`src/shared/tsr_pkg.sv`:
```
/*
  Constants and types of the transceiver status read-back block: register offsets,
  field positions, reset values, interrupt bit layout and the lock qualifier counts.
  Assumes a byte-wide register port with an 8-bit address.
*/
package tsr_pkg;

  // Register port widths.
  localparam int unsigned ADDR_W = 8;
  localparam int unsigned DATA_W = 8;

  // Register offsets.
  localparam logic [7:0] AMP_OVR_OFS      = 8'h27;
  localparam logic [7:0] MAIN_FLAGS_OFS   = 8'h40;
  localparam logic [7:0] RESET_FLAGS_OFS  = 8'h41;
  localparam logic [7:0] SIG_STRENGTH_OFS = 8'h42;
  localparam logic [7:0] FREQ_CORR_OFS    = 8'h43;
  localparam logic [7:0] SHAPING_OFS      = 8'h44;
  localparam logic [7:0] CAL_PUMP_OFS     = 8'h45;
  localparam logic [7:0] VERSION_OSC_OFS  = 8'h46;
  localparam logic [7:0] OSC_CAL_OFS      = 8'h47;
  localparam logic [7:0] CONV_RAW_OFS     = 8'h48;
  localparam logic [7:0] IRQ_STATUS_OFS   = 8'h50;
  localparam logic [7:0] IRQ_MASK_OFS     = 8'h51;

  // Amplifier override fields and reset value.
  localparam int unsigned AMP_OVR_W   = 6;
  localparam int unsigned AMP1_LSB    = 4;
  localparam int unsigned AMP2_LSB    = 2;
  localparam int unsigned AMP3_LSB    = 0;
  localparam logic [5:0]  AMP_OVR_RST = 6'h00;

  // Main flag bit positions.
  localparam int unsigned MF_CAL_DONE   = 7;
  localparam int unsigned MF_SEQ_FAULT  = 6;
  localparam int unsigned MF_MOM_LOCK   = 5;
  localparam int unsigned MF_QUAL_LOCK  = 4;
  localparam int unsigned MF_CARRIER    = 3;
  localparam int unsigned MF_LOCK_PIN   = 2;
  localparam int unsigned MF_DATA_CLK   = 1;
  localparam int unsigned MF_DATA_IO    = 0;
  localparam logic        CAL_DONE_RST  = 1'b0;
  localparam logic        SEQ_FAULT_RST = 1'b0;

  // Positions inside the synchroniser vector.
  localparam int unsigned SYNC_W     = 6;
  localparam int unsigned SY_LOCKPIN = 0;
  localparam int unsigned SY_DATACLK = 1;
  localparam int unsigned SY_DATAIO  = 2;
  localparam int unsigned SY_MOMLOCK = 3;
  localparam int unsigned SY_FCOMP   = 4;
  localparam int unsigned SY_OSCCMP  = 5;

  // Interrupt layout and reset values.
  localparam int unsigned IRQ_N          = 4;
  localparam int unsigned IRQ_CAL_DONE   = 0;
  localparam int unsigned IRQ_SEQ_FAULT  = 1;
  localparam int unsigned IRQ_CARRIER    = 2;
  localparam int unsigned IRQ_LOCK_LOST  = 3;
  localparam logic [3:0]  IRQ_STATUS_RST = 4'h0;
  localparam logic [3:0]  IRQ_MASK_RST   = 4'h0;

  // Consecutive momentary-lock cycles needed per lock accuracy setting.
  localparam int unsigned LOCK_CNT_W    = 7;
  localparam logic [6:0]  LOCK_QUAL_CNT0 = 7'h08;
  localparam logic [6:0]  LOCK_QUAL_CNT1 = 7'h10;
  localparam logic [6:0]  LOCK_QUAL_CNT2 = 7'h20;
  localparam logic [6:0]  LOCK_QUAL_CNT3 = 7'h40;

  // Read data when no read is answered.
  localparam logic [7:0]  RD_IDLE = 8'h00;

  typedef enum logic [1:0] {
    TSR_UNLOCKED   = 2'b00,
    TSR_QUALIFYING = 2'b01,
    TSR_LOCKED     = 2'b10
  } tsr_lock_t;

endpackage : tsr_pkg

```
`src/shared/tsr_irq_if.sv`:
```
/*
  Bundle between the read-back core and its interrupt unit: event pulses,
  software writes to the status and mask registers, and the readback.
  Assumes both ends run on the same clock.
*/
`timescale 1ns/1ps
interface tsr_irq_if;
  import tsr_pkg::*;
  logic [IRQ_N-1:0] event_pulse;
  logic             wr_status;
  logic             wr_mask;
  logic [IRQ_N-1:0] wr_bits;
  logic [IRQ_N-1:0] status;
  logic [IRQ_N-1:0] mask;
  logic             irq;

  modport core (output event_pulse, output wr_status, output wr_mask, output wr_bits,
                input status, input mask, input irq);
  modport unit (input event_pulse, input wr_status, input wr_mask, input wr_bits,
                output status, output mask, output irq);
endinterface : tsr_irq_if

```
`src/verilog/tsr_status_readback.sv`:
```
/*
  Status read-back and amplifier override register group of a narrowband radio
  transceiver, on a byte-wide register port with read data one cycle later.
  Assumes pin levels and analog comparators are asynchronous; all other inputs
  come from logic on ref_clk_i.
*/
// Our own choice: the strobed register port.
`timescale 1ns/1ps
// Function
// - Override register holds three 2-bit stage fields, zero at reset, top bits reserved.
// - Calibration-done flag clears when calibration starts, sets when it finishes.
// - Sequencing fault flag sets when power-up sequence fails to lock.
// - Momentary lock bit shows lock detector state, unfiltered.
// - Qualified lock bit uses count selected by lock accuracy setting.
// - Carrier bit set while signal strength exceeds carrier threshold.
// - Three low flag bits show lock, data clock and data pin levels.
// - Reset-completion register gives eight subunit reset done flags.
// - Signal strength register gives 7-bit value in 1.5 dB steps.
// - Top bit of signal strength register always reads zero.
// - Frequency correction register gives signed 8-bit average deviation.
// - Shaping register gives signed 8-bit momentary frequency offset.
// - First test register gives calibration converter and pump current values.
// - Second test register gives version code and oscillator array value.
// - Third test register top bit shows frequency comparator output.
// - Third test register bit 6 shows oscillator calibration comparator.
// - Third test register low bits give oscillator calibration current.
// - Fourth test register gives mixer input and raw I and Q outputs.
module tsr_status_readback
  import tsr_pkg::*;
#(
  parameter logic [2:0] VERSION_CODE = 3'h5  // Arbitrary neutral value.
) (
  input  wire logic              ref_clk_i,
  input  wire logic              rst_b_i,
  input  wire logic [ADDR_W-1:0] addr_i,
  input  wire logic [DATA_W-1:0] wr_data_i,
  input  wire logic              wr_i,
  input  wire logic              rd_i,
  output logic      [DATA_W-1:0] rd_data_o,
  output logic      [1:0]        amp_stage1_override_o,
  output logic      [1:0]        amp_stage2_override_o,
  output logic      [1:0]        amp_stage3_override_o,
  output logic                   irq_o,
  input  wire logic              lock_pin_i,
  input  wire logic              data_clock_pin_i,
  input  wire logic              data_inout_pin_i,
  input  wire logic              lock_detect_i,
  input  wire logic              freq_comp_i,
  input  wire logic              osc_cal_comparator_i,
  input  wire logic              cal_start_i,
  input  wire logic              cal_finish_i,
  input  wire logic              seq_start_i,
  input  wire logic              seq_lock_fail_i,
  input  wire logic [1:0]        lock_accuracy_i,
  input  wire logic [6:0]        cs_level_i,
  input  wire logic [6:0]        signal_strength_i,
  input  wire logic [7:0]        afc_i,
  input  wire logic [7:0]        shaping_offset_value_i,
  input  wire logic [7:0]        reset_ok_i,
  input  wire logic [3:0]        cal_dac_i,
  input  wire logic [3:0]        pump_current_value_i,
  input  wire logic [4:0]        osc_array_value_i,
  input  wire logic [5:0]        osc_cal_current_value_i,
  input  wire logic [1:0]        adc_mix_i,
  input  wire logic [2:0]        adc_i_i,
  input  wire logic [2:0]        adc_q_i
);

  typedef struct packed {
    logic [AMP_OVR_W-1:0]  amp_ovr;
    logic                  cal_done;
    logic                  seq_fault;
    tsr_lock_t             lock_st;
    logic [LOCK_CNT_W-1:0] lock_cnt;
    logic                  carrier;
    logic [7:0]            reset_ok;
    logic [6:0]            signal_strength;
    logic [7:0]            afc;
    logic [7:0]            shaping;
    logic [7:0]            cal_pump;
    logic [4:0]            osc_array;
    logic [5:0]            osc_cur;
    logic [7:0]            conv_raw;
    logic [DATA_W-1:0]     rd_data;
  } tsr_core_st_t;

  tsr_core_st_t          q;
  tsr_core_st_t          d;
  logic [SYNC_W-1:0]     sync_lv;
  logic                  lock_now;
  logic [LOCK_CNT_W-1:0] lock_need;
  logic [7:0]            main_flags;
  logic [7:0]            rd_mux;
  tsr_irq_if             irq_bus ();

  // Pin levels and analog comparator outputs are asynchronous to this clock.
  tsr_sync #(
    .W (SYNC_W)
  ) u_sync (
    .ref_clk_i (ref_clk_i),
    .rst_b_i   (rst_b_i),
    .async_i   ({osc_cal_comparator_i, freq_comp_i, lock_detect_i,
                 data_inout_pin_i, data_clock_pin_i, lock_pin_i}),
    .sync_o    (sync_lv)
  );

  // Sticky events, mask and the interrupt level.
  tsr_irq u_irq (
    .ref_clk_i (ref_clk_i),
    .rst_b_i   (rst_b_i),
    .irq_bus   (irq_bus.unit)
  );

  assign lock_now = sync_lv[SY_MOMLOCK];

  // Accuracy picks how long lock must hold.
  always_comb begin
    case (lock_accuracy_i)
      2'h0:    lock_need = LOCK_QUAL_CNT0;
      2'h1:    lock_need = LOCK_QUAL_CNT1;
      2'h2:    lock_need = LOCK_QUAL_CNT2;
      default: lock_need = LOCK_QUAL_CNT3;
    endcase
  end

  always_comb begin
    main_flags               = 8'h00;
    main_flags[MF_CAL_DONE]  = q.cal_done;
    main_flags[MF_SEQ_FAULT] = q.seq_fault;
    main_flags[MF_MOM_LOCK]  = lock_now;
    main_flags[MF_QUAL_LOCK] = (q.lock_st == TSR_LOCKED);
    main_flags[MF_CARRIER]   = q.carrier;
    main_flags[MF_LOCK_PIN]  = sync_lv[SY_LOCKPIN];
    main_flags[MF_DATA_CLK]  = sync_lv[SY_DATACLK];
    main_flags[MF_DATA_IO]   = sync_lv[SY_DATAIO];
  end

  // Read mux has no side effects; unmapped addresses read zero.
  always_comb begin
    case (addr_i)
      AMP_OVR_OFS:      rd_mux = {2'b00, q.amp_ovr};
      MAIN_FLAGS_OFS:   rd_mux = main_flags;
      RESET_FLAGS_OFS:  rd_mux = q.reset_ok;
      SIG_STRENGTH_OFS: rd_mux = {1'b0, q.signal_strength};
      FREQ_CORR_OFS:    rd_mux = q.afc;
      SHAPING_OFS:      rd_mux = q.shaping;
      CAL_PUMP_OFS:     rd_mux = q.cal_pump;
      VERSION_OSC_OFS:  rd_mux = {VERSION_CODE, q.osc_array};
      OSC_CAL_OFS:      rd_mux = {sync_lv[SY_FCOMP], sync_lv[SY_OSCCMP], q.osc_cur};
      CONV_RAW_OFS:     rd_mux = q.conv_raw;
      IRQ_STATUS_OFS:   rd_mux = {4'h0, irq_bus.status};
      IRQ_MASK_OFS:     rd_mux = {4'h0, irq_bus.mask};
      default:          rd_mux = RD_IDLE;
    endcase
  end

  // Software writes to the interrupt unit; other read-only addresses ignore writes.
  assign irq_bus.wr_status = wr_i && (addr_i == IRQ_STATUS_OFS);
  assign irq_bus.wr_mask   = wr_i && (addr_i == IRQ_MASK_OFS);
  assign irq_bus.wr_bits   = wr_data_i[IRQ_N-1:0];

  // Next state of the core.
  always_comb begin
    d = q;
    // Only the six override bits are stored.
    if (wr_i && (addr_i == AMP_OVR_OFS)) begin
      d.amp_ovr = wr_data_i[AMP_OVR_W-1:0];
    end
    // A new start wins over a finish in the same cycle.
    if (cal_start_i) begin
      d.cal_done = 1'b0;
    end else if (cal_finish_i) begin
      d.cal_done = 1'b1;
    end
    // A failure beats the clear of a new sequence.
    if (seq_lock_fail_i) begin
      d.seq_fault = 1'b1;
    end else if (seq_start_i) begin
      d.seq_fault = 1'b0;
    end
    // Qualified lock needs an unbroken run of momentary lock.
    case (q.lock_st)
      TSR_UNLOCKED: begin
        d.lock_cnt = '0;
        if (lock_now) begin
          d.lock_st = TSR_QUALIFYING;
        end
      end
      TSR_QUALIFYING: begin
        if (!lock_now) begin
          d.lock_st = TSR_UNLOCKED;
        end else if (q.lock_cnt >= lock_need - 7'h01) begin
          d.lock_st = TSR_LOCKED;
        end else begin
          d.lock_cnt = q.lock_cnt + 7'h01;
        end
      end
      TSR_LOCKED: begin
        if (!lock_now) begin
          d.lock_st = TSR_UNLOCKED;
        end
      end
      default: begin
        d.lock_st = TSR_UNLOCKED;
      end
    endcase
    d.carrier   = (signal_strength_i > cs_level_i);
    d.reset_ok  = reset_ok_i;
    d.signal_strength      = signal_strength_i;
    d.afc       = afc_i;
    d.shaping   = shaping_offset_value_i;
    // Converter value high, pump current low.
    d.cal_pump  = {cal_dac_i, pump_current_value_i};
    d.osc_array = osc_array_value_i;
    d.osc_cur   = osc_cal_current_value_i;
    // Mixer input, then I, then Q.
    d.conv_raw  = {adc_mix_i, adc_i_i, adc_q_i};
    // Read data stands only in the cycle after the strobe.
    d.rd_data   = rd_i ? rd_mux : RD_IDLE;
  end

  // Events compare next and present state so each fires once per change.
  always_comb begin
    irq_bus.event_pulse                = '0;
    irq_bus.event_pulse[IRQ_CAL_DONE]  = d.cal_done & ~q.cal_done;
    irq_bus.event_pulse[IRQ_SEQ_FAULT] = d.seq_fault & ~q.seq_fault;
    irq_bus.event_pulse[IRQ_CARRIER]   = d.carrier & ~q.carrier;
    irq_bus.event_pulse[IRQ_LOCK_LOST] = (q.lock_st == TSR_LOCKED) && (d.lock_st != TSR_LOCKED);
  end

  // State register.
  always_ff @(posedge ref_clk_i or negedge rst_b_i) begin
    if (!rst_b_i) begin
      q           <= '0;
      q.amp_ovr   <= AMP_OVR_RST;
      q.cal_done  <= CAL_DONE_RST;
      q.seq_fault <= SEQ_FAULT_RST;
      q.lock_st   <= TSR_UNLOCKED;
    end else begin
      q <= d;
    end
  end

  assign rd_data_o             = q.rd_data;
  assign amp_stage1_override_o = q.amp_ovr[AMP1_LSB+1:AMP1_LSB];
  assign amp_stage2_override_o = q.amp_ovr[AMP2_LSB+1:AMP2_LSB];
  assign amp_stage3_override_o = q.amp_ovr[AMP3_LSB+1:AMP3_LSB];
  assign irq_o                 = irq_bus.irq;
endmodule : tsr_status_readback

```
`src/verilog/tsr_sync.sv`:
```
/*
  Two flip-flop synchroniser for a vector of independent single-bit levels.
  Assumes each bit is unrelated to the others; words must not pass here.
*/
`timescale 1ns/1ps
module tsr_sync
  import tsr_pkg::*;
#(
  parameter int unsigned W = 1
) (
  input  wire logic         ref_clk_i,
  input  wire logic         rst_b_i,
  input  wire logic [W-1:0] async_i,
  output logic      [W-1:0] sync_o
);

  typedef struct packed {
    logic [W-1:0] meta;
    logic [W-1:0] stable;
  } tsr_sync_st_t;

  tsr_sync_st_t q;
  tsr_sync_st_t d;

  // The first stage feeds the second stage only, so metastability never fans out.
  always_comb begin
    d        = q;
    d.meta   = async_i;
    d.stable = q.meta;
  end

  // State register.
  always_ff @(posedge ref_clk_i or negedge rst_b_i) begin
    if (!rst_b_i) begin
      q <= '0;
    end else begin
      q <= d;
    end
  end

  assign sync_o = q.stable;

endmodule : tsr_sync

```
`src/verilog/tsr_irq.sv`:
```
/*
  Interrupt unit: sticky event bits cleared by writing one, a mask of the same
  layout and one registered level interrupt. Assumes one-cycle event pulses.
*/
`timescale 1ns/1ps
module tsr_irq
  import tsr_pkg::*;
(
  input  wire logic ref_clk_i,
  input  wire logic rst_b_i,
  tsr_irq_if.unit   irq_bus
);

  typedef struct packed {
    logic [IRQ_N-1:0] status;
    logic [IRQ_N-1:0] mask;
    logic             irq;
  } tsr_irq_st_t;

  tsr_irq_st_t q;
  tsr_irq_st_t d;

  // An event in the same cycle as its clear keeps the bit set, so nothing is lost.
  always_comb begin
    d = q;
    if (irq_bus.wr_status) begin
      d.status = q.status & ~irq_bus.wr_bits;
    end
    d.status = d.status | irq_bus.event_pulse;
    if (irq_bus.wr_mask) begin
      d.mask = irq_bus.wr_bits;
    end
    d.irq = |(d.status & d.mask);
  end

  // State register.
  always_ff @(posedge ref_clk_i or negedge rst_b_i) begin
    if (!rst_b_i) begin
      q <= '{status: IRQ_STATUS_RST, mask: IRQ_MASK_RST, irq: 1'b0};
    end else begin
      q <= d;
    end
  end

  assign irq_bus.status = q.status;
  assign irq_bus.mask   = q.mask;
  assign irq_bus.irq    = q.irq;

endmodule : tsr_irq

```
`config.mk`:
```
export PLATFORM = sky130hd
export DESIGN_NAME = tsr_status_readback
export DESIGN_NICKNAME = d
export VERILOG_FILES = /design/src/shared/tsr_pkg.sv /design/src/shared/tsr_irq_if.sv /design/src/verilog/tsr_status_readback.sv /design/src/verilog/tsr_sync.sv /design/src/verilog/tsr_irq.sv
export SDC_FILE = /design/constraint.sdc
export NUM_CORES = 1
export LEC_CHECK = 0
export BUFFER_PORTS_ARGS = -buffer_cell sky130_fd_sc_hd__buf_2
export CAP_MARGIN = 20
export CELL_PAD_IN_SITES_DETAIL_PLACEMENT = 1
export CELL_PAD_IN_SITES_GLOBAL_PLACEMENT = 1
export CORE_MARGIN = 4
export CORE_UTILIZATION = 41
export DETAILED_ROUTE_END_ITERATION = 10
export GPL_ROUTABILITY_DRIVEN = 1
export GPL_TIMING_DRIVEN = 0
export PLACE_DENSITY = 0.87
export SLEW_MARGIN = 20
export SYNTH_ARGS = -nofsm -noshare
export SYNTH_HDL_FRONTEND = slang
export SYNTH_HIERARCHICAL = 1
export SYNTH_SLANG_ARGS = --single-unit
export TNS_END_PERCENT = 10
```
`constraint.sdc`:
```
create_clock -name ref_clk_i -period 2.7 [get_ports ref_clk_i]
set_clock_uncertainty 0.1 [all_clocks]
set_input_delay 0.405 -clock ref_clk_i [delete_from_list [all_inputs] [get_ports ref_clk_i]]
set_output_delay 0.405 -clock ref_clk_i [all_outputs]
set_load 0.02 [all_outputs]
```
After elaboration in Yosys (flattened, before gate mapping) --
Cells that the tools add are included. W data, S select, Z words.
Cells by class: add/sub/neg operators 2, order comparisons 2, equality and inequality tests 19, muxes and demuxes 17, bitwise operators 10, reduce and logical (&&, ||, !) cells 9
Operators with widths (count):
- $pmux W8 S12 | 1
- $eq A8 B7 Y1 const B | 11
- $pmux W7 S3 | 1
- $mux W7 | 2
- $pmux W7 S2 | 1
- $and A4 B4 Y4 | 2
- $eq A8 B6 Y1 const B | 1
- $mux W2 | 4
- $mux W4 | 2
- $mux W8 | 1
- $add A7 B1 Y7 const B | 1
- $ge A7 B7 Y1 | 1
- $gt A7 B7 Y1 | 1
- $sub A7 B1 Y7 const B | 1
- $pmux W2 S3 | 1
- $eq A2 B1 Y1 const B | 2
- $eq A2 B2 Y1 const B | 2
- $logic_and A1 B1 Y1 | 4
- $logic_not A2 Y1 | 2
- $mux W1 | 4
- $ne A2 B2 Y1 const B | 2
- $not A4 Y4 | 1
- $or A4 B4 Y4 | 1
- $reduce_or A4 Y1 | 1
- 5 further kinds | 9
Storage, ports and cells: register bits after elaboration 105, bits of input ports 97

Depth between registers and ports, before layout --
Gate-level depths: netlist (run 1).
word-level depth 12, gate-level depth with buffers 9

By module --
Netlist (run 1), hierarchy kept.
Modules (own cells, without submodules):
- tsr_status_readback | instances 1, cells each 348, area each 3832.4 um2
- tsr_irq | instances 1, cells each 26, area each 362.8 um2
- tsr_sync | instances 1, cells each 12, area each 300.3 um2

Worst setup path after synthesis (run 1) --
Ideal clock, no wire load.
kind input to register, start point input addr_i[3], end point register u_irq.q (netlist bit u_irq/irq_bus.irq), setup time 0.132 ns, arrival 2.120 ns, path slack 0.348 ns, cell stages on the path 8, buffers on the path 1, cell sequence buf_6 or4b_4 nor3b_1 nand2_1 nor2_1 mux2_2 o21ai_2 nand4_1
RTL lines:
- from (decl) | line tsr_status_readback.sv:35 | input wire logic [ADDR_W-1:0] addr_i,
- to (signal assigned) | line tsr_irq.sv:39 | q <= '{status: IRQ_STATUS_RST, mask: IRQ_MASK_RST, irq: 1'b0};
- to (decl) | line tsr_irq.sv:20 | tsr_irq_st_t q;

==> results of run 1 <==
[cells by family (layout without fill, tap and decap cells)]
group	after synthesis	count (layout)	synth area share (%)
AOI/OAI and AO/OA	87	87	13.4
xor gates and xnor gates	2	2	0.390
adders and majority gates	12	12	3.34
buffers and inverters	45	169	5.15
DFF	105	105	58.4
muxes	22	22	5.29
other	1	1	0.0834
and+or+nand+nor	112	112	13.9
[cell usage in the layout (no fill, tap or decap), types with 14 or more instances in the layout]
master,n
o21ai_0,14
a21oi_1,14
nand2_1,21
inv_1,14
dfrtp_1,105
nor2_1,22
mux2_2,14
buf_4,14
buf_2,107
[power by group through the flow]
stage                     logic [W]  clock network [W]  registers [W]
after floorplan            0.000132                  0        0.00169
after global placement     0.000277                  0        0.00170
after detailed placement   0.000296                  0        0.00171
after CTS                  0.000301           0.000987        0.00167
after global routing       0.000333            0.00105        0.00168
final                      0.000297           0.000968        0.00167
[final cells by class]
cell class,instances,area [sq um]
Buffer,31,179
Clock buffer,9,124
Clock inverter,7,80.1
Fill cell,1177,5060
Inverter,14,52.6
Multi-Input combinational cell,236,1640
Sequential cell,105,2630
Tap cell,136,170
Timing Repair Buffer,108,574
[timing repair]
item	in CTS	in global routing
setup buffers	0	0
endpoints found under the hold margin	45	0
hold buffers	1	0
[sequential cells by signal, summed over array words and instances (netlist names)]
signal / cells
u_irq/irq_bus.status: 4
u_sync/sync_o: 6
u_irq/irq_bus.mask: 4
u_irq/irq_bus.irq: 1
amp_stage2_override_o: 2
rd_data_o: 8
amp_stage1_override_o: 2
amp_stage3_override_o: 2
u_sync/d: 6
q: 67
main_flags: 3
[metrics by stage]
stage	util, %	area [sq um]	setup WS [ns]
final	51.9	5450	0.299
after global placement	49.4	5200	0.0572
after global routing	51.9	5450	0.143
after detailed placement	49.8	5240	0.0193
after floorplan	-	4500	0.348
after CTS	51.9	5450	0.359
[worst max-delay path: cells and delay by family]
kind,cells,cell delay [ns]
AO/OA/AOI/OAI,2,0.47
AND/OR/NAND/NOR,5,1.53
buffers and inverters,1,0.15
[final timing paths]
check                           cells past startpoint                 to  slack [ns]
worst max-delay path                                8  u_irq/irq_bus.irq        0.30
worst min-delay path                                1        u_sync/d[1]        0.02
worst max register to register                      6              q[73]        0.41
worst min register to register                      0   u_sync/sync_o[4]        0.27
max in group asynchronous                           3              q[74]        1.45
min in group asynchronous                           2        u_sync/d[1]        0.41
[metal layers]
layer | GRT usage (%) | vias up | part of all wire [%]
met4 | 7.29 | 0 | 2.8
met3 | 3.37 | 26 | 4.9
li1 | - | 1594 | -
met5 | 0 | - | 0
met2 | 34.7 | 114 | 51
met1 | 25.9 | 1712 | 42
==> summary.md, run 1 <==
| Metric | Value |
|---|---|
| Layout overhead on the synthesized area | `21.2%` |
| Clock share of power | `32.9%` |
| Worst Path Arrival | `about 2.6 ns` |
| Die Area | `between 0.01 and 0.015 sq mm` |
| Worst hold start | `data_clock_pin_i` |
| Gpl congestion | `between 0.8 and 0.9` |
| # diodes | `0` |
| Sinks on Clock Net | `around 110` |
| Peak Freq | `around 0.42 GHz` |
| Die extent in y | `about 110 um` |
| Max_cap viols | `0` |
| Unrepaired setup endpoints after global routing | `no` |
| Layout cells sized above 1 | `~32%` |
| Wirelength per Cell | `19.2 um` |
| Post-Syn Area | `approximately 0.0045 sq mm` |
| Layout Cells excl Fill | `about 650` |
| Final setup violation count | `0` |
| Via density | `around 5.3` |
| Critical Path Start Type | `primary input` |
| Primary FF master, synth | `dfrtp_1` |
| DRC Markers | `0` |
| Sw Pwr | `approximately 0.00080 W` |
| Worst vdd ir | `~0.00032 V` |
| Tightest Pin Transition | `approximately 0.75 ns` |
| Root buf cell | `clkbuf_8` |
| Antenna viol nets, final | `0` |
| Number of port buffers | `106` |
| Setup TNS | `0 ns` |
| Vias in the first global route | `~3900` |
| Row count | `37` |
| Fin crit share | `between 80% and 90%` |
| Data required time at the worst endpoint | `between 2 and 3 ns` |
| Hold WC Path Type | `in -> reg` |
| Syn Area/Cell | `11.6 sq um` |
| Resized cells post-CTS | `0` |
| Net Count, Synth | `slightly below 500` |
| Distinct cell type count after synthesis | `58` |
| First-pass GRT wire length | `a little over 20000 um` |
| Tot GR Track Use | `20.2%` |
| Worst-path clk slew | `0.11 ns` |
| H-tree Lvls | `3` |
| Total Wirelength | `12400 um` |
| Tmin final | `2.40 ns` |
| Sequential fraction of the synthesis area | `58.4%` |
| Syn Inst Count | `roughly 390` |
| Status | `complete, no violations` |
| Synth top cells by count | `105 x dfrtp_1, 22 x nor2_1, 21 x nand2_1` |
| Global route overflow | `0` |
| Critical path cell sequence | `buf_2, or4b_4, nor3b_1, nand2_1, nor3_1, a21boi_0, o21ai_2, nand4_1` |
| Clk Latency, worst-skew pair | `~0.37 ns` |
| Worst path max stage delay | `~0.56 ns` |
| CP Launch Point | `addr_i[5]` |
| Via count | `about 3400` |
| Max clock buf depth | `2` |
| Pin count of the biggest net entering global routing | `61` |
| Pwr Total | `~0.003 W` |
| Critical path class | `in -> reg` |
| CP max-delay cell | `or4b_4` |
| Worst setup EP type | `register` |
| Die X | `113 um` |
| Inst Count DP | `about 630` |
| Inserted Clock Buffers | `9` |
| Reg power frac | `a little under three fifths` |
| Pwr dens | `between 500 and 600 mW/mm^2` |
| Synth top area cells | `dfrtp_1 58%, mux2_2 3.5%, ha_1 3.3%` |
| Initial antenna violation count | `0` |
| Synthesized flop and latch total | `approximately 110` |
| Synth async-reset ratio | `100%` |
| Most common cell in the netlist | `dfrtp_1` |
| Sw Share | `between 20% and 30%` |
| Final Hold Fails | `0` |
| Combinational share of power | `between 10% and 20%` |
| Number of top-level pins | `roughly 110` |
| Placeable Area | `between 0.01 and 0.015 sq mm` |
| CTS tree | `built` |
| Final slew viol count | `0` |
| Initial drt markers | `about 170` |
| Syn. warnings | `6` |
| Worst-path maximum fanout | `6` |
| P_int | `between 0.002 and 0.0025 W` |
| Cell taking the most area after synthesis | `dfrtp_1` |
| DR pass1 iterations | `4` |
| Min Hold Slack | `~0.024 ns` |
| Leak | `between 2 and 3 nW` |
| RR Startpoint | `q[71]` |
| NumNets Final | `roughly 600` |
| Synth top area share | `58.4%` |
| DP HPWL | `9520 um` |
| Relative slew margins | `between 50% and 60%` |
| Initial core utilization | `approximately 43%` |
| EDFF count, synth | `0` |
Power figures use the tool's default switching activity.
==> inputs of run 2 (changes only) <==
- ABC_AREA: not set -> 1
- CORE_UTILIZATION: 41 -> 40
- PLACE_DENSITY: 0.87 -> 0.88
==> run 2 against run 1 <==
Non-clock buffer count fell by 5. Global-route usage rose by 0.94 points. Via count rose by 12%. Combinational power fell by 6%. Die area rose by 3.9%. Core utilization fell by 0.75 points. Maximum frequency rose by 23%. Cell area rose by 3.4%. Clock power rose by 37%. Worst setup slack improved by 0.44 ns. Critical path type is now reg -> reg.
==> summary.md, run 2 <==
| Metric | Value |
|---|---|
| Synth top area cells | `dfrtp_1 58%, nand3_1 9.4%, nand2_1 9.3%` |
| Root buf cell | `clkbuf_16` |
| FF-to-FF setup slack | `roughly 0.74 ns` |
| CP top delay family | `simple AND/OR/NAND/NOR gates` |
| Largest family of logic cells by synthesized area | `simple AND/OR/NAND/NOR gates` |
| Die extent in y | `roughly 110 um` |
| Inserted Clock Buffers | `9` |
| Die Area | `0.0132 sq mm` |
| Most frequent cells in the layout | `113 x nand2_1, 112 x buf_2, 105 x dfrtp_1` |
| Setup TNS | `0 ns` |
| Initial drt markers | `roughly 140` |
| Post CTS Setup Buffer Count | `0` |
| Complex-gate fraction of the synthesized area | `approximately 2%` |
| Final slew viol count | `0` |
| Worst-path maximum fanout | `9` |
| Initial core utilization | `between 40% and 50%` |
| Min setup slack post-route | `between 0.7 and 0.8 ns` |
| Pwr dens | `just under 600 mW/mm^2` |
| EDFF count, synth | `0` |
| Synth top area share | `a little under three fifths` |
| Via density | `about 5.1` |
| Synthesized flop and latch total | `105` |
| Die X | `~110 um` |
| DP HPWL | `10100 um` |
| Data required time at the worst endpoint | `~2.8 ns` |
| Global route overflow | `0` |
| Place WS | `roughly 0.5 ns` |
| Final setup violation count | `0` |
| Status | `complete, no violations` |
| FF-to-FF End | `q[70]` |
| Number of port buffers | `109` |
| NumNets Final | `between 700 and 800` |
| Via count | `roughly 3900` |
| Syn Area/Cell | `about 9.3 sq um` |
| Critical path endpoint | `q[70]` |
| Unrepaired setup endpoints after global routing | `no` |
| Critical path cell sequence | `ha_1, a21oi_1, o21a_1, nand2_1, nand2_2, nand2_1, nand2_1, nand2_1` |
| Total Wirelength | `13300 um` |
| Placeable Area | `between 0.01 and 0.015 sq mm` |
| Hold WC Path Type | `in -> reg` |
| CP max-delay cell | `dfrtp_1` |
| Cell taking the most area after synthesis | `dfrtp_1` |
| Distinct cell type count after synthesis | `26` |
| Worst Path Arrival | `roughly 2.1 ns` |
| Most used cell, CP | `nand2_1` |
| XOR/XNOR Fraction of Synth Area | `less than 1%` |
| Number of top-level pins | `around 110` |
| Pin count of the biggest net entering global routing | `71` |
| CP Launch Point | `q[71]` |
| Row count | `38` |
| Max_cap viols | `0` |
| Fin crit share | `~73%` |
| Critical Path Stages | `8` |
| CTS tree | `built` |
| Critical path class | `reg -> reg` |
| DRC Markers | `0` |
| Simple-Gate Fraction of Synth Area | `between 20% and 30%` |
| Tot GR Track Use | `between 20% and 30%` |
| # diodes | `0` |
| Post-Syn Area | `approximately 0.0046 sq mm` |
| Clk Latency, worst-skew pair | `0.34 ns` |
| Worst-case reg-to-reg path depth | `8` |
| Worst Path Buf+Inv | `0` |
| Peak Freq | `between 0.5 and 0.6 GHz` |
| Syn Inst Count | `~490` |
| Sequential fraction of the synthesis area | `57.5%` |
| Antenna viol nets, final | `0` |
| Final Hold Fails | `0` |
| Worst vdd ir | `around 0.00038 V` |
| Tightest Pin Transition | `0.736 ns` |
| Leak | `just over 3 nW` |
| Initial antenna violation count | `0` |
| Synth async-reset ratio | `100%` |
| Reg with most FFs | `q` |
| Worst setup EP type | `register` |
| Primary FF master, synth | `dfrtp_1` |
| Relative slew margins | `a little over 50%` |
| Max clock buf depth | `2` |
| Wirelength per Cell | `17.5 um` |
| Layout overhead on the synthesized area | `23.4%` |
| Synth Area in Adders | `3.29%` |
| Syn. warnings | `6` |
| Fraction of synthesized area in multiplexers | `1.48%` |
| Net Count, Synth | `around 600` |
| Most common cell in the netlist | `nand2_1` |
| Critical Path Start Type | `register` |
| Max reg flops | `67` |
| Tmin final | `1.96 ns` |
| Layout Cells excl Fill | `759` |
| RR Startpoint | `q[71]` |
| Gpl congestion | `around 0.85` |
| Worst path max stage delay | `approximately 0.45 ns` |
| Worst-path clk slew | `~0.070 ns` |
| Vias in the first global route | `4284` |
| First-pass GRT wire length | `21700 um` |
| DR pass1 iterations | `4` |
| Inst Count DP | `between 700 and 800` |
| H-tree Lvls | `3` |
| Synth top cells by count | `113 x nand2_1, 105 x dfrtp_1, 86 x nand3_1` |
| Layout cells sized above 1 | `a little over a quarter` |
| FILL cells | `roughly 1300` |
| Sinks on Clock Net | `105` |
| Commonest non-fill, non-tap cell in the layout | `nand2_1` |
## run 2: layout make-up
cell class              count  area [sq um]  area share, %
plain buffers              23           174           3.08
clock buffers              11           243           4.31
clock inverters             5          62.6           1.11
inverters                  50           188           3.33
multi-input cells         314          1580           28.0
flip-flops and latches    105          2630           46.6
well taps                 140           175           3.11
repair buffers            111           589           10.5
## run 2: timing repair
| action | 4_1_cts | 5_1_grt |
|---|---|---|
| setup endpoints to repair | 0 | 0 |
| gates resized for setup | 0 | 0 |
| hold buffers | 1 | 0 |
| hold endpoints to repair | 35 | 0 |
## run 2: worst min-delay path by stage
| stage | start | to | slack [ns] | cells past startpoint |
|---|---|---|---|---|
| after floorplan | rst_b_i | amp_stage1_override_o[0] | 0.009 | 0 |
| after global placement | u_sync/d[1] | u_sync/sync_o[1] | 0.23 | 0 |
| after detailed placement | rst_b_i | q[42] | 0.23 | 1 |
| after CTS | shaping_offset_value_i[6] | q[41] | 0.06 | 1 |
| after global routing | cal_dac_i[3] | q[34] | 0.05 | 1 |
| final | shaping_offset_value_i[1] | q[36] | 0.06 | 1 |
## run 2: kinds of logic (layout without fill, tap and decap cells)
family,count (synthesis),after routing
other,1,1
flip-flops,105,105
buffers and inverters,73,200
AND/OR/NAND/NOR,276,276
AO/OA/AOI/OAI,16,16
XOR/XNOR,3,3
multiplexers,6,6
adder cells (fa/ha/maj),12,12
## run 2: per-stage QoR
stage | util, % | instance area, sq um | power (W) | hold slack, ns
final | 51.1 | 5640 | 0.00329 | 0.0632
after global routing | 51.1 | 5640 | 0.00343 | 0.0480
after CTS | 51.1 | 5640 | 0.00331 | 0.0550
after detailed placement | 48.3 | 5320 | 0.00200 | 0.226
after global placement | 47.9 | 5290 | 0.00197 | 0.235
after floorplan | - | 4570 | 0.00182 | 0.00941
## run 2: metal layers
layer | routed length (um) | part of all wire [%] | GRT usage, %
met4 | 325 | 2.4 | 6.73
met1 | 5400 | 41 | 25.0
met5 | 0 | 0 | 0
met2 | 6930 | 52 | 37.9
met3 | 645 | 4.8 | 5.16
## run 2: power by group
part           internal, W  total (W)  switching (W)
Combinational     0.000109   0.000278       0.000169
Sequential         0.00165    0.00169      0.0000418
Clock             0.000750    0.00133       0.000577
==> inputs of run 3 (changes only) <==
- ABC_AREA: 1 -> 0
- CORE_UTILIZATION: 40 -> 41
- PLACE_DENSITY: 0.88 -> 0.87
- clock period: 2.7 -> 1.93 ns (I/O delays scaled with it)
==> run 3 against run 2 <==
The flow now finishes with violations (setup timing). Clock power up 3%. Routed wire length up 32%. Cell count down 4.9%. Non-clock buffer count up 80. Sequential power up 39%. Sequential cell count unchanged.
==> summary.md, run 3 (same netlist as run 1, synthesis figures left out) <==
| Metric | Value |
|---|---|
| Relative slew margins | `46.2%` |
| Place WS | `-0.430 ns` |
| Worst Path Arrival | `about 2.2 ns` |
| Via count | `just over 4000` |
| Max reg flops | `67` |
| Tot GR Track Use | `between 20% and 30%` |
| Sinks on Clock Net | `~110` |
| Gpl congestion | `between 0.8 and 0.9` |
| Worst Path Buf+Inv | `1` |
| DP HPWL | `roughly 10000 um` |
| Wirelength per Cell | `between 20 and 25 um` |
| Pin count of the biggest net entering global routing | `57` |
| Inserted Clock Buffers | `9` |
| # diodes | `0` |
| Global route overflow | `0` |
| Critical path cell sequence | `buf_8, or4b_4, nor3b_4, nand2_2, nor2_4, mux2_4, o21ai_2, nand4_1` |
| Tmin final | `approximately 2 ns` |
| Layout cells sized above 1 | `approximately 35%` |
| Via density | `5.71` |
| Worst vdd ir | `~0.00037 V` |
| DRC Markers | `0` |
| First-pass GRT wire length | `roughly 26000 um` |
| H-tree Lvls | `3` |
| Layout overhead on the synthesized area | `42.9%` |
| Die extent in y | `113 um` |
| CP max-delay cell | `or4b_4` |
| Antenna viol nets, final | `0` |
| Pwr dens | `674 mW/mm^2` |
| Initial drt markers | `217` |
| Fin crit share | `106%` |
| Min Hold Slack | `0.0459 ns` |
| Hold WC Path Type | `in -> reg` |
| Number of top-level pins | `roughly 110` |
| DR pass1 iterations | `5` |
| Multi-input logic area | `0.00187 sq mm` |
| FILL cells | `about 1100` |
| Number of port buffers | `106` |
| Vias in the first global route | `4663` |
| Initial antenna violation count | `0` |
| Worst path max stage delay | `between 0.5 and 0.6 ns` |
| Core utilization of the finished layout | `approximately three fifths` |
| Worst-path maximum fanout | `5` |
| Tightest Pin Transition | `0.804 ns` |
| Root buf cell | `clkbuf_8` |
| Seq. cell area | `about 0.0026 sq mm` |
| Leak | `between 3 and 4 nW` |
| Status | `complete, but fails checks` |
| Placeable Area | `between 0.01 and 0.015 sq mm` |
| Peak Freq | `roughly 0.5 GHz` |
| Final Hold Fails | `0` |
| CP top delay family | `simple AND/OR/NAND/NOR gates` |
| Initial core utilization | `42.8%` |
| Data required time at the worst endpoint | `around 2.1 ns` |
| NumNets Final | `690` |
| Row count | `37` |
| Total Wirelength | `17500 um` |
| Most frequent cells in the layout | `105 x buf_2, 103 x dfrtp_1, 67 x dlygate4sd3_1` |
| Max_cap viols | `0` |
| Min setup slack post-route | `-0.119 ns` |
| Reg with most FFs | `q` |
| Critical path class | `in -> reg` |
| CTS tree | `built` |
| Die X | `113 um` |
| Final setup violation count | `7` |
| Worst-path clk slew | `about 0.1 ns` |
| Critical Path Start Type | `primary input` |
| Unrepaired setup endpoints after global routing | `yes` |
| Commonest non-fill, non-tap cell in the layout | `buf_2` |
| Finished Cell Area | `around 0.0064 sq mm` |
| Max clock buf depth | `2` |
| Placed inst area | `0.00527 sq mm` |
| Worst setup EP type | `register` |
| Final slew viol count | `0` |
| Die Area | `0.0127 sq mm` |
| Clk Latency, worst-skew pair | `around 0.39 ns` |
| Failing checks | `setup timing` |
run 3: cell count changes in the layout (fill, tap and decap cells not counted), sizes merged, moves of 10 or more:
cell	change
clkbuf	+11
nand3	-74
o21ai	+17
a31oi	+10
inv	-34
nand2	-100
nor2	-28
dlygate4sd3	+66
nand4	-10
run 3: final timing paths:
check	from	endpoint	slack, ns	cells past startpoint
setup / recovery	addr_i[7]	u_irq/irq_bus.irq	-0.12	8
hold / removal	cal_finish_i	main_flags[7]	0.05	3
setup reg to reg	q[71]	q[68]	-0.09	8
hold reg to reg	u_sync/d[3]	u_sync/sync_o[3]	0.26	0
max in group asynchronous	rst_b_i	q[56]	0.77	3
min in group asynchronous	rst_b_i	q[70]	0.31	2
run 3: what timing repair did:
item | in CTS | in global routing
setup endpoints to repair | 15 | 27
pin swaps | 1 | 13
gates cloned | 0 | 1
setup buffers | 0 | 10
hold endpoints to repair | 115 | 0
hold buffers | 67 | 0
gates resized for setup | 10 | 50
run 3: where the power goes:
part | internal (W) | switching (W) | leakage (nW)
registers | 0.00230 | 0.0000577 | 1.27
logic | 0.000294 | 0.000315 | 1.65
clock network | 0.000503 | 0.000866 | 0.0924
total | 0.00309 | 0.00124 | 3.01
run 3: cell type report:
class	count	share of cell area, %
Multi-Input combinational cell	237	29.1
Buffer	30	2.88
Clock inverter	6	0.915
Clock buffer	10	1.99
Inverter	14	0.818
Timing Repair Buffer	184	20.7
Tap cell	136	2.65
Sequential cell	105	40.9
run 3: through the flow:
stage / TNS (ns) / total power (W) / cells
after detailed placement: -9.67 / 0.00281 / 629
after floorplan: -0.363 / 0.00256 / 386
after global routing: -0.562 / 0.00447 / 722
final: -0.406 / 0.00433 / 722
after CTS: -0.511 / 0.00422 / 712
after global placement: -67.43 / 0.00277 / 628
run 3: worst register-to-register path, cell delays in order, from the launching register on:
cell and delay, ns:
dfrtp_2 0.45, ha_4 0.31, nand3_2 0.12, nor3_4 0.35, buf_4 0.19, nor2_4 0.05
buf_4 0.15, nand4_1 0.09, o211ai_1 0.10
run 3: layer usage:
metal	global-route usage, %	up-vias	share of wire, %
li1	-	1761	-
met1	29.4	2052	35
met2	47.3	236	52
met3	6.74	77	6.7
met4	14.8	0	6.2
met5	0	-	0
